`config.mk`:
```
export PLATFORM = sky130hd
export DESIGN_NAME = prb_branch_unit
export DESIGN_NICKNAME = d
export VERILOG_FILES = /design/src/common/prb_pkg.sv /design/src/common/prb_cc_if.sv /design/src/rtl/prb_cc_bits.sv /design/src/rtl/prb_branch_unit.sv
export VERILOG_INCLUDE_DIRS = /design/src /design/src/common
export SDC_FILE = /design/constraint.sdc
export NUM_CORES = 1
export LEC_CHECK = 0
export ABC_AREA = 1
export BUFFER_PORTS_ARGS = -buffer_cell sky130_fd_sc_hd__buf_4
export CAP_MARGIN = 30
export CORE_MARGIN = 4
export CORE_UTILIZATION = 56
export CTS_CLUSTER_SIZE = 25
export DETAILED_ROUTE_END_ITERATION = 16
export GPL_TIMING_DRIVEN = 0
export MAX_ROUTING_LAYER = met4
export PLACE_DENSITY = 0.9
export SETUP_SLACK_MARGIN = 0.02
export SLEW_MARGIN = 10
export SYNTH_ARGS = -nofsm -noshare
export SYNTH_HDL_FRONTEND = slang
export SYNTH_HIERARCHICAL = 1
export SYNTH_SLANG_ARGS = --single-unit
```
`constraint.sdc`:
```
create_clock -name clk_sys -period 6.7 [get_ports clk_sys]
set_clock_uncertainty 0.2 [all_clocks]
set_input_delay 0.67 -clock clk_sys [delete_from_list [all_inputs] [get_ports clk_sys]]
set_output_delay 0.67 -clock clk_sys [all_outputs]
set_load 0.02 [all_outputs]
```
`src/common/prb_defines.svh`:
```
`ifndef PRB_DEFINES_SVH
`define PRB_DEFINES_SVH

`define PRB_OPC_BEQ     6'h04
`define PRB_OPC_REGIMM  6'h01
`define PRB_OPC_FLOAT_COPROCESSOR_OPCODE    6'h11
`define PRB_RT_BRANCH_NONNEGATIVE_AND_LINK   5'h11
`define PRB_SUB_BC      5'h08
`define PRB_REG_ZERO    5'h00
`define PRB_REG_LINK    5'h1F
`define PRB_LINK_OFS    32'h0000_0008
`define PRB_SLOT_OFS    32'h0000_0004
`define PRB_CC_N        8
`define PRB_CC_W        3
`define PRB_EV_N        5
`define PRB_EV_TAKEN    0
`define PRB_EV_NULL     1
`define PRB_EV_CPU      2
`define PRB_EV_RI       3
`define PRB_EV_LINK     4
`define PRB_CTRL_FPU_OK 0
`define PRB_A_STATUS    8'h00
`define PRB_A_MASK      8'h04
`define PRB_A_CTRL      8'h08
`define PRB_A_CC        8'h0C
`define PRB_A_TARGET    8'h10
`define PRB_A_TAKEN_CNT 8'h14
`define PRB_CTRL_RST    1'h1
`define PRB_F_OPC       31:26
`define PRB_F_RS        25:21
`define PRB_F_RT        20:16
`define PRB_F_CC        20:18
`define PRB_F_ND        17
`define PRB_F_TF        16
`define PRB_F_OFF       15:0
`define PRB_F_SIGN      15
`define PRB_SEXT_W      14
`define PRB_OFS_PAD     2'h0

`endif

```
`src/common/prb_pkg.sv`:
```
`include "prb_defines.svh"

package prb_pkg;

    typedef enum logic [1:0] {
        PRB_IDLE = 2'h0,
        PRB_SLOT = 2'h1
    } prb_fsm_t;

    typedef struct packed {
        logic [`PRB_CC_N-1:0] bits;
    } prb_cc_state_t;

    typedef struct packed {
        prb_fsm_t              fsm;
        logic                  pend_taken;
        logic                  pend_null;
        logic [31:0]           pend_target;
        logic                  link_we;
        logic [31:0]           link_data;
        logic                  exc_cpu;
        logic                  exc_ri;
        logic [`PRB_EV_N-1:0]  status;
        logic [`PRB_EV_N-1:0]  mask;
        logic                  fpu_ok;
        logic [31:0]           last_target;
        logic [31:0]           taken_cnt;
        logic [31:0]           rdata;
    } prb_state_t;

endpackage

```
`src/common/prb_cc_if.sv`:
```
`timescale 1ns/1ns
`include "prb_defines.svh"

interface prb_cc_if;
    logic                 cmp_we;
    logic [`PRB_CC_W-1:0] cmp_idx;
    logic                 cmp_val;
    logic [`PRB_CC_W-1:0] sel;
    logic                 sel_bit;
    logic [`PRB_CC_N-1:0] bits;

    modport store (
        input  cmp_we,
        input  cmp_idx,
        input  cmp_val,
        input  sel,
        output sel_bit,
        output bits
    );

    modport user (
        output cmp_we,
        output cmp_idx,
        output cmp_val,
        output sel,
        input  sel_bit,
        input  bits
    );
endinterface

```
`src/rtl/prb_cc_bits.sv`:
```
`timescale 1ns/1ns
`include "prb_defines.svh"

module prb_cc_bits (
    input  wire logic clk_sys,
    input  wire logic rst_sync_n,
    prb_cc_if.store   cc
);
    prb_pkg::prb_cc_state_t s_reg;
    prb_pkg::prb_cc_state_t s_next;

    // only the compare write port ever changes a bit
    always_comb begin
        s_next = s_reg;
        for (int i = 0; i < `PRB_CC_N; i++) begin
            if (cc.cmp_we && (cc.cmp_idx == i[`PRB_CC_W-1:0])) begin
                s_next.bits[i] = cc.cmp_val;
            end
        end
    end

    always_ff @(posedge clk_sys or negedge rst_sync_n) begin
        if (!rst_sync_n) begin
            s_reg <= '0;
        end else begin
            s_reg <= s_next;
        end
    end

    assign cc.bits    = s_reg.bits;
    assign cc.sel_bit = s_reg.bits[cc.sel];
endmodule

```
`src/rtl/prb_branch_unit.sv`:
```
// Functional notes
// - the always-branch idiom is a branch-if-equal on two zero registers.
// - target is delay-slot address plus the offset shifted two, extended.
// - the always-call idiom is a nonnegative-and-link test of zero.
// - the call writes register 31 with the branch address plus 8.
// - the fp false branch is taken on a 0 bit, after the delay slot.
// - a likely branch not taken kills its delay slot, else slot runs.
// - all four fp branches share one decode, split by polarity and null.
// - the three-bit select field at 20..18 picks the tested bit.
// - eight condition bits exist, each set by compare, read by branch.
// - the tested bits change only through the fp compare.
// - fp branches raise coprocessor-unusable with fpu_ok clear, reserved-instruction without FPU_IMPL.
// - the fp true branch is taken on a 1 bit, after the delay slot.
//
// Strobed register access and the register offsets were chosen for this implementation.
`timescale 1ns/1ns
`include "prb_defines.svh"

module prb_branch_unit #(
    parameter bit FPU_IMPL = 1'b1
) (
    input  wire logic        clk_sys,
    input  wire logic        rst_n,
    input  wire logic [7:0]  reg_addr,
    input  wire logic [31:0] reg_wdata,
    input  wire logic        reg_wr,
    input  wire logic        reg_rd,
    output logic      [31:0] reg_rdata,
    output logic             irq,
    input  wire logic        in_valid,
    input  wire logic [31:0] in_instr,
    input  wire logic [31:0] in_pc,
    input  wire logic [31:0] rs_val,
    input  wire logic [31:0] rt_val,
    input  wire logic        cmp_we,
    input  wire logic [2:0]  cmp_idx,
    input  wire logic        cmp_val,
    output logic             redirect_valid,
    output logic      [31:0] redirect_pc,
    output logic             slot_kill,
    output logic             link_we,
    output logic      [4:0]  link_addr,
    output logic      [31:0] link_data,
    output logic             exc_cop_unusable,
    output logic             exc_reserved
);
    logic                 rst_meta;
    logic                 rst_sync_n;
    prb_pkg::prb_state_t  s_reg;
    prb_pkg::prb_state_t  s_next;
    prb_cc_if             cc ();

    logic [5:0]           f_opc;
    logic [4:0]           f_rs;
    logic [4:0]           f_rt;
    logic [15:0]          f_off;
    logic                 f_nd;
    logic                 f_tf;
    logic                 is_beq;
    logic                 is_bal;
    logic                 is_fpb;
    logic                 is_br;
    logic                 cond;
    logic                 fp_ri;
    logic                 fp_cpu;
    logic                 accept;
    logic                 in_slot;
    logic                 slot_go;
    logic [31:0]          slot_addr;
    logic [31:0]          disp;
    logic [`PRB_EV_N-1:0] ev;

    always_ff @(posedge clk_sys or negedge rst_n) begin
        if (!rst_n) begin
            rst_meta   <= 1'b0;
            rst_sync_n <= 1'b0;
        end else begin
            rst_meta   <= 1'b1;
            rst_sync_n <= rst_meta;
        end
    end

    prb_cc_bits u_cc (
        .clk_sys    (clk_sys),
        .rst_sync_n (rst_sync_n),
        .cc         (cc.store)
    );

    assign cc.cmp_we  = cmp_we;
    assign cc.cmp_idx = cmp_idx;
    assign cc.cmp_val = cmp_val;
    assign cc.sel     = in_instr[`PRB_F_CC];

    // instruction field split
    assign f_opc = in_instr[`PRB_F_OPC];
    assign f_rs  = in_instr[`PRB_F_RS];
    assign f_rt  = in_instr[`PRB_F_RT];
    assign f_off = in_instr[`PRB_F_OFF];
    assign f_nd  = in_instr[`PRB_F_ND];
    assign f_tf  = in_instr[`PRB_F_TF];

    assign in_slot   = (s_reg.fsm == prb_pkg::PRB_SLOT);
    assign slot_go   = in_valid && in_slot;
    assign slot_addr = in_pc + `PRB_SLOT_OFS;
    assign disp      = {{`PRB_SEXT_W{f_off[`PRB_F_SIGN]}}, f_off,
                        `PRB_OFS_PAD};

    always_comb begin
        is_beq = (f_opc == `PRB_OPC_BEQ);
        is_bal = (f_opc == `PRB_OPC_REGIMM) && (f_rt == `PRB_RT_BRANCH_NONNEGATIVE_AND_LINK);
        // one decode for all four fp forms
        is_fpb = (f_opc == `PRB_OPC_FLOAT_COPROCESSOR_OPCODE) && (f_rs == `PRB_SUB_BC);
        is_br  = is_beq || is_bal || is_fpb;
        fp_ri  = is_fpb && !FPU_IMPL;
        fp_cpu = is_fpb && FPU_IMPL && !s_reg.fpu_ok;
        // a branch seen in a delay slot is only the slot's work
        accept = in_valid && !in_slot && is_br && !fp_ri && !fp_cpu;
        cond   = 1'b0;
        if (is_beq) begin
            // zero against zero always compares equal
            cond = ((f_rs == `PRB_REG_ZERO) && (f_rt == `PRB_REG_ZERO))
                || (rs_val == rt_val);
        end else if (is_bal) begin
            // zero register is never negative
            cond = (f_rs == `PRB_REG_ZERO) || !rs_val[31];
        end else if (is_fpb) begin
            // polarity bit low tests for 0, high for 1
            cond = (cc.sel_bit == f_tf);
        end
    end

    always_comb begin
        ev = '0;
        ev[`PRB_EV_TAKEN] = in_valid && in_slot && s_reg.pend_taken;
        ev[`PRB_EV_NULL]  = in_valid && in_slot && s_reg.pend_null;
        ev[`PRB_EV_CPU]   = in_valid && !in_slot && fp_cpu;
        ev[`PRB_EV_RI]    = in_valid && !in_slot && fp_ri;
        ev[`PRB_EV_LINK]  = accept && is_bal;
    end

    always_comb begin
        s_next         = s_reg;
        s_next.link_we = 1'b0;
        s_next.exc_cpu = ev[`PRB_EV_CPU];
        s_next.exc_ri  = ev[`PRB_EV_RI];
        s_next.rdata   = '0;

        case (s_reg.fsm)
            prb_pkg::PRB_IDLE: begin
                if (accept) begin
                    s_next.fsm         = prb_pkg::PRB_SLOT;
                    s_next.pend_taken  = cond;
                    // likely form, not taken: slot dies
                    s_next.pend_null   = is_fpb && f_nd && !cond;
                    s_next.pend_target = slot_addr + disp;
                end
            end
            prb_pkg::PRB_SLOT: begin
                // the slot instruction runs before any redirect
                if (in_valid) begin
                    s_next.fsm        = prb_pkg::PRB_IDLE;
                    s_next.pend_taken = 1'b0;
                    s_next.pend_null  = 1'b0;
                end
            end
            default: begin
                s_next.fsm        = prb_pkg::PRB_IDLE;
                s_next.pend_taken = 1'b0;
                s_next.pend_null  = 1'b0;
            end
        endcase

        if (ev[`PRB_EV_LINK]) begin
            s_next.link_we   = 1'b1;
            s_next.link_data = in_pc + `PRB_LINK_OFS;
        end

        if (ev[`PRB_EV_TAKEN]) begin
            s_next.last_target = s_reg.pend_target;
            s_next.taken_cnt   = s_reg.taken_cnt + 32'h1;
        end

        // sticky status: hardware set wins over a same-cycle clear
        if (reg_wr && (reg_addr == `PRB_A_STATUS)) begin
            s_next.status = s_reg.status & ~reg_wdata[`PRB_EV_N-1:0];
        end
        s_next.status = s_next.status | ev;

        if (reg_wr) begin
            case (reg_addr)
                `PRB_A_MASK: s_next.mask = reg_wdata[`PRB_EV_N-1:0];
                `PRB_A_CTRL: s_next.fpu_ok = reg_wdata[`PRB_CTRL_FPU_OK];
                `PRB_A_TAKEN_CNT: s_next.taken_cnt = '0;
                default: begin
                end
            endcase
        end

        if (reg_rd) begin
            case (reg_addr)
                `PRB_A_STATUS: s_next.rdata[`PRB_EV_N-1:0] = s_reg.status;
                `PRB_A_MASK:   s_next.rdata[`PRB_EV_N-1:0] = s_reg.mask;
                `PRB_A_CTRL:   s_next.rdata[`PRB_CTRL_FPU_OK] = s_reg.fpu_ok;
                `PRB_A_CC:     s_next.rdata[`PRB_CC_N-1:0] = cc.bits;
                `PRB_A_TARGET: s_next.rdata = s_reg.last_target;
                `PRB_A_TAKEN_CNT: s_next.rdata = s_reg.taken_cnt;
                default:       s_next.rdata = '0;
            endcase
        end
    end

    always_ff @(posedge clk_sys or negedge rst_sync_n) begin
        if (!rst_sync_n) begin
            s_reg        <= '0;
            s_reg.fsm    <= prb_pkg::PRB_IDLE;
            s_reg.fpu_ok <= `PRB_CTRL_RST;
        end else begin
            s_reg <= s_next;
        end
    end

    // redirect only as the slot executes; not taken means no redirect
    assign redirect_valid   = slot_go && s_reg.pend_taken;
    assign redirect_pc      = s_reg.pend_target;
    assign slot_kill        = slot_go && s_reg.pend_null;
    assign link_we          = s_reg.link_we;
    assign link_addr        = `PRB_REG_LINK;
    assign link_data        = s_reg.link_data;
    assign exc_cop_unusable = s_reg.exc_cpu;
    assign exc_reserved     = s_reg.exc_ri;
    assign reg_rdata        = s_reg.rdata;
    assign irq              = |(s_reg.status & s_reg.mask);
endmodule

```
After elaboration in Yosys (flattened, before gate mapping)
Index checks and enable logic that the tools add are counted.
{"block": "word_totals", "register_bits": 187, "input_bits": 178, "out_inout_bits": 107, "wordCells": 114}
{"block": "classes", "addsub": 4, "magnitude_cmp": 1, "n_eq_ne": 22, "n_mux": 18, "bitwise_logic": 4, "n_reduce_logical": 42}
{"operator": "$mux W32", "count": 4}
{"operator": "$pmux W24 S2", "count": 1}
{"operator": "$mux W36", "count": 1}
{"operator": "$mux W33", "count": 1}
{"operator": "$add A32 B1 Y32 const B", "count": 1}
{"operator": "$add A32 B3 Y32 const B", "count": 1}
{"operator": "$add A32 B32 Y32", "count": 1}
{"operator": "$add A32 B4 Y32 const B", "count": 1}
{"operator": "$eq A32 B32 Y1", "count": 1}
{"operator": "$logic_and A1 B1 Y1", "count": 23}
{"operator": "$pmux W4 S5", "count": 1}
{"operator": "$eq A8 B4 Y1 const B", "count": 2}
{"operator": "$eq A8 B5 Y1 const B", "count": 2}
{"operator": "$eq A3 B3 Y1 const B", "count": 4}
{"operator": "$and A5 B5 Y5", "count": 2}
{"operator": "$logic_not A5 Y1", "count": 2}
{"operator": "$pmux W3 S3", "count": 1}
{"operator": "$eq A8 B3 Y1 const B", "count": 1}
{"operator": "$logic_not A8 Y1", "count": 1}
{"operator": "$pmux W4 S2", "count": 1}
{"operator": "$reduce_and A2 Y1", "count": 4}
{"operator": "$eq A3 B2 Y1 const B", "count": 2}
{"operator": "$eq A6 B1 Y1 const B", "count": 1}
{"operator": "$eq A6 B3 Y1 const B", "count": 1}
{"operator": "other kinds (20)", "count": 31}

Longest topological paths before layout
{"block": "depth", "word_depth": 10, "mapped_depth": 15, "mapped_depth_nobuf": 15}

Cells and area by module
The synthesis kept the hierarchy.
{"mod": "prb_branch_unit", "n_inst": 1, "cells_per_inst": 1762, "area_per_inst_um2": 12378.1, "seq_area_each_um2": 4455.5}
{"mod": "prb_cc_bits", "n_inst": 1, "cells_per_inst": 70, "area_per_inst_um2": 462.9, "seq_area_each_um2": 200.2}

Worst setup path before layout
OpenSTA, ideal clock, no wires.
{"block": "synth_timing", "path_type": "input-to-reg", "from": "input port in_instr[1]", "to": "register s_reg (netlist bit redirect_pc[19])", "setup_time_ps": 126, "t_arrival_ps": 2291, "required_time_ps": 6374, "slack_ps": 4083, "stages": 13, "n_path_buf": 0, "cell_sequence": "ha_1 -> ha_1 -> fa_1 -> nand3_1 -> nand3_1 -> nand2_1 -> nand2_1 -> nand3_1 -> nand2_1 -> nand2_1 -> nand2_1 -> nand2_1 -> o21ai_0"}
{"block": "synth_via", "elab_chain_cells": 1}
{"element": "start, declared", "line_no": "prb_branch_unit.sv:31", "source": "input wire logic [31:0] in_instr,"}
{"element": "$add A32 B32 Y32", "line_no": "prb_branch_unit.sv:155", "source": "s_next.pend_target = slot_addr + disp;"}
{"element": "end signal, assigned", "line_no": "prb_branch_unit.sv:218", "source": "s_reg <= s_next;"}
{"element": "end, declared", "line_no": "prb_branch_unit.sv:49", "source": "prb_pkg::prb_state_t s_reg;"}
No other way between the ends.
A chain may end at the register's enable or synchronous reset.

Worst setup path after layout
{"block": "layout_timing", "from": "register s_reg[176] (netlist bit)", "to": "output port redirect_valid"}
{"block": "layout_via", "elab_chain_cells": 3}
{"element": "$eq A2 B1 Y1", "line_no": "prb_branch_unit.sv:102", "source": "assign in_slot = (s_reg.fsm == prb_pkg::PRB_SLOT);"}
{"element": "$logic_and A1 B1 Y1", "line_no": "prb_branch_unit.sv:103", "source": "assign slot_go = in_valid && in_slot;"}
{"element": "$logic_and A1 B1 Y1", "line_no": "prb_branch_unit.sv:223", "source": "assign redirect_valid = slot_go && s_reg.pend_taken;"}
{"element": "end, declared", "line_no": "prb_branch_unit.sv:38", "source": "output logic redirect_valid,"}
No other way between the ends.

==> impl.org <==
** Die
- The total area inside the core boundary comes to around 23000 µm².
- I/O Pins :: between 200 and 300
- Row generation in the floorplan step produced 55 rows.
- The die covers ~25000 µm².
- For this configuration, the core starts out at a cell density of 0.569.
- Height of the chip :: approximately 160 µm
- From left edge to right edge, the die measures roughly 160 µm.

** Logic synthesis
- Synthesis inferred 186 register bits.
- Synthesis produced a netlist whose cell count is roughly 1800.
- Counting flops with a built-in enable in the synthesized netlist gives 0.
- For this run, asynchronously set or reset flops after synthesis account for 1.00.
- The Yosys step of the flow raised 6 warnings.
- The synthesized netlist occupies a cell area of roughly 13000 µm².
- Of the synthesized area, sequential elements account for 0.363.
- Average size of a mapped cell :: 7.01 µm²
- The synthesized netlist contains 44 unique library cells.
- In the synthesized netlist the dominant register cell turns out to be dfrtp_1.

** Min path
- Classification of the worst-slack hold path :: reg2async

** Clock network
- Root Buffer :: clkbuf_16
- Clock buffer count from CTS :: 17
- Total of hold buffers inserted after clock tree synthesis :: 1
- Clock-pin slew was measured on the worst setup and hold paths at 0.07 ns.
- In this run, post-CTS repair resized a total of 0 instances.
- At the later pin of the worst-skew pair, clock insertion delay measures approximately 0.44 ns.
- Clock sink count :: between 150 and 200
- CTS Buffer Depth :: 2
- In this run the post-CTS setup repair buffer count came out at 0.
- # H-tree levels :: 4
- TritonCTS built the clock tree.

** Setup path
- STA classifies the critical path startpoint as a flop.
- Worst R2R End :: link_data[10]$_DFFE_PN0P_
- Critical path capture point :: redirect_valid
- Worst Path Class, Setup :: reg2out
- Endpoint required time on the critical path :: between 5 and 6 ns
- Critical R2R Launch :: s_reg[176]$_DFFE_PN0P_
- The number of cells on the worst reg-to-reg path is 7.
- The worst setup path is captured at an output port.
- In this run the worst setup path begins at s_reg[176]$_DFFE_PN0P_.
- For this design, the slowest cell found on the critical path is dfrtp_1.
- Setup slack on the worst flop-to-flop path :: 4.58 ns
- Endpoint arrival time on the critical path :: about 2.1 ns
- Critical path cell sequence :: nand3_1, buf_2, clkinv_1, clkbuf_1, buf_4
- CP Max Fanout :: 10
- On the worst path, the slowest cell contributes a delay of roughly 0.4 ns.

** STA
- For the pin with the worst max-slew slack, the measured transition is around 0.91 ns.
- The worst pin sits at a relative slew slack of 0.388.
- Period minus WS final :: roughly 3 ns
- In the finished design, the share of the clock period the worst path needs comes to 0.446.
- Setup repair after global routing missed its margin :: false
- Max-slew violation count :: 0
- Setup violations remaining at the end of the flow were counted as 0.
- Max Clk Rate :: 0.335 GHz
- Final Hold Viols :: 0
- Min setup slack post-route :: roughly 3.7 ns

** Global route
- The via count of the first global-routing pass was approximately 12000.
- The initial antenna violation count was 0.
- Summed over all layers, the global routing overflow is 0.
- Global-route wire length before repair :: 62.4 mm
- Entering global routing, the biggest net connects 68 pins.
- In the global route stage, overall resource usage came out at 0.314.

** Final layout
- Multi-input logic area :: roughly 6400 µm²
- The repair_antennas step left the layout with diodes totalling 0.
- Final cell utilization of the core :: 0.699
- Commonest non-fill, non-tap cell in the layout :: nand2_1
- After the last flow step, the layout net total stands at ~2300.
- Combined flip-flop and latch cell area :: between 4000 and 5000 µm²
- Max FFs per register :: a little under 80
- Layout overhead on the synthesized area :: 22.9%
- In the layout the commonest cells are 633 x nand2_1, 356 x buf_4, 219 x inv_1, 184 x dfrtp_1, 143 x nand3_1.
- In the final layout, the share of cells above drive strength 1 is 0.206.
- After filler insertion, the fill cell instance count of the layout stands at 1894.

** Placed design
- Routability cong. :: between 0.9 and 1
- Once detailed placement completed, the half-perimeter wirelength came to around 32 mm.
- Buffers placed on the I/O ports in this run total around 250.
- At the placement stage, the worst setup path has a slack of roughly 3.7 ns.

** Job
- Across the run, the number of max-cap violations was 0.

** Power
- In this run the power density over the cells is 191 nW/µm².
- The analysis attributes to cell leakage a power of slightly below 0.009 µW.
- Across the VDD grid, the largest voltage drop is ~0.18 mV.

** Routing
- DRC violation count after routing :: 0
- Using the TritonRoute via totals, the vias-per-cell ratio works out to ~5.3.
- After detailed routing, the total wire length is 39.5 mm.
- For this block, the initial DRC count from the detailed router was between 900 and 1000.
- In this run the remaining antenna-violating nets after routing total 0.
- Dividing the detail-routed wire length by the instance count gives ~16 µm.
- Before antenna repair, the detailed router went through 6 iterations.
- Total vias in the final route :: between 10000 and 15000

** Run status
- Result of the run :: finished, final reports clean
[synthesized netlist by cell type (2+ instances only)]
cell        n  area (µm²)
a31oi_1     2        12.5
xor2_1     25         219
clkinv_1    2        7.51
nand2_2     4        25.0
o21bai_1    5        37.5
and3_1      2        12.5
nand3_1   143         716
o21ai_0    51         255
dfrtp_1   185        4630
o21ai_1    23         115
conb_1      2        7.51
nor2_4      7        78.8
nor3_1     36         180
nor3_2      4        40.0
buf_2      15        75.1
nor2_2      6        37.5
nand2_1   633        2380
nor2_1    125         469
nand4_1    22         138
xnor2_1    42         368
a21oi_1    68         340
ha_1       59         738
inv_1     219         822
nand3b_1   13        97.6
clkbuf_1   13        48.8
inv_2       3        11.3
o211ai_1    2        15.0
buf_4     105         788
[worst max-delay path, delay by kind of cell, from the launching register on]
kind / cells / cell delay, ns
buf+inv: 4 / 1.06
simple gates: 1 / 0.19
flops: 1 / 0.41
[power breakdown]
| group | internal (µW) | switching, µW | total [µW] |
|---|---|---|---|
| clock network | 560 | 475 | 1040 |
| logic | 313 | 412 | 725 |
| registers | 1180 | 65.5 | 1250 |
| total | 2060 | 953 | 3010 |
[cell families after synthesis]
kind of cell / after synthesis / synth area share
muxes: 1 / 0.000877
DFF: 186 / 0.363
and+or+nand+nor: 1002 / 0.331
xor gates and xnor gates: 67 / 0.0457
adders and majority gates: 60 / 0.0590
other: 2 / 0.000585
AOI/OAI and AO/OA: 154 / 0.0623
buffers and inverters: 360 / 0.138
[cell type report]
class | instances | area share
Timing Repair Buffer | 255 | 0.125
Buffer | 135 | 0.0587
Tap cell | 285 | 0.0226
Clock inverter | 13 | 0.00999
Sequential cell | 186 | 0.295
Inverter | 225 | 0.0537
Multi-Input combinational cell | 1291 | 0.407
Clock buffer | 19 | 0.0274
[worst min-delay path by stage]
| stage | from | to | slack, ns | cells after the start |
|---|---|---|---|---|
| floorplan | rst_meta$_DFF_PN0_ | rst_sync_n$_DFF_PN0_ | 0.13 | 0 |
| global placement | rst_meta$_DFF_PN0_ | rst_sync_n$_DFF_PN0_ | 0.14 | 0 |
| detailed placement | rst_sync_n$_DFF_PN0_ | s_reg[91]$_DFFE_PN0P_ | 0.07 | 0 |
| CTS | rst_sync_n$_DFF_PN0_ | s_reg[91]$_DFFE_PN0P_ | 0.08 | 0 |
| global route | rst_sync_n$_DFF_PN0_ | s_reg[91]$_DFFE_PN0P_ | 0.10 | 0 |
| finish | rst_sync_n$_DFF_PN0_ | s_reg[91]$_DFFE_PN0P_ | 0.07 | 0 |
[through the flow]
| step | TNS, ns | area (µm²) | total power, µW | hold WS (ns) | std cells |
|---|---|---|---|---|---|
| after floorplan | 0 | 12900 | 1690 | 0.131 | 1837 |
| after global placement | -170.61 | 15100 | 1960 | 0.135 | 2373 |
| after detailed placement | 0 | 15200 | 1980 | 0.0692 | 2376 |
| after CTS | 0 | 15800 | 3010 | 0.0765 | 2409 |
| after global routing | 0 | 15800 | 3140 | 0.101 | 2409 |
| final | 0 | 15800 | 3010 | 0.0671 | 2409 |
[per-layer routing]
layer / vias to the layer above / share of wire / track usage
met1: 5883 / 0.41 / 0.387
met4: 0 / 0.027 / 0.0852
met3: 92 / 0.062 / 0.0406
li1: 6221 / - / -
met2: 522 / 0.51 / 0.545
met5: - / 0 / -
(Power assumes the default switching activity.)
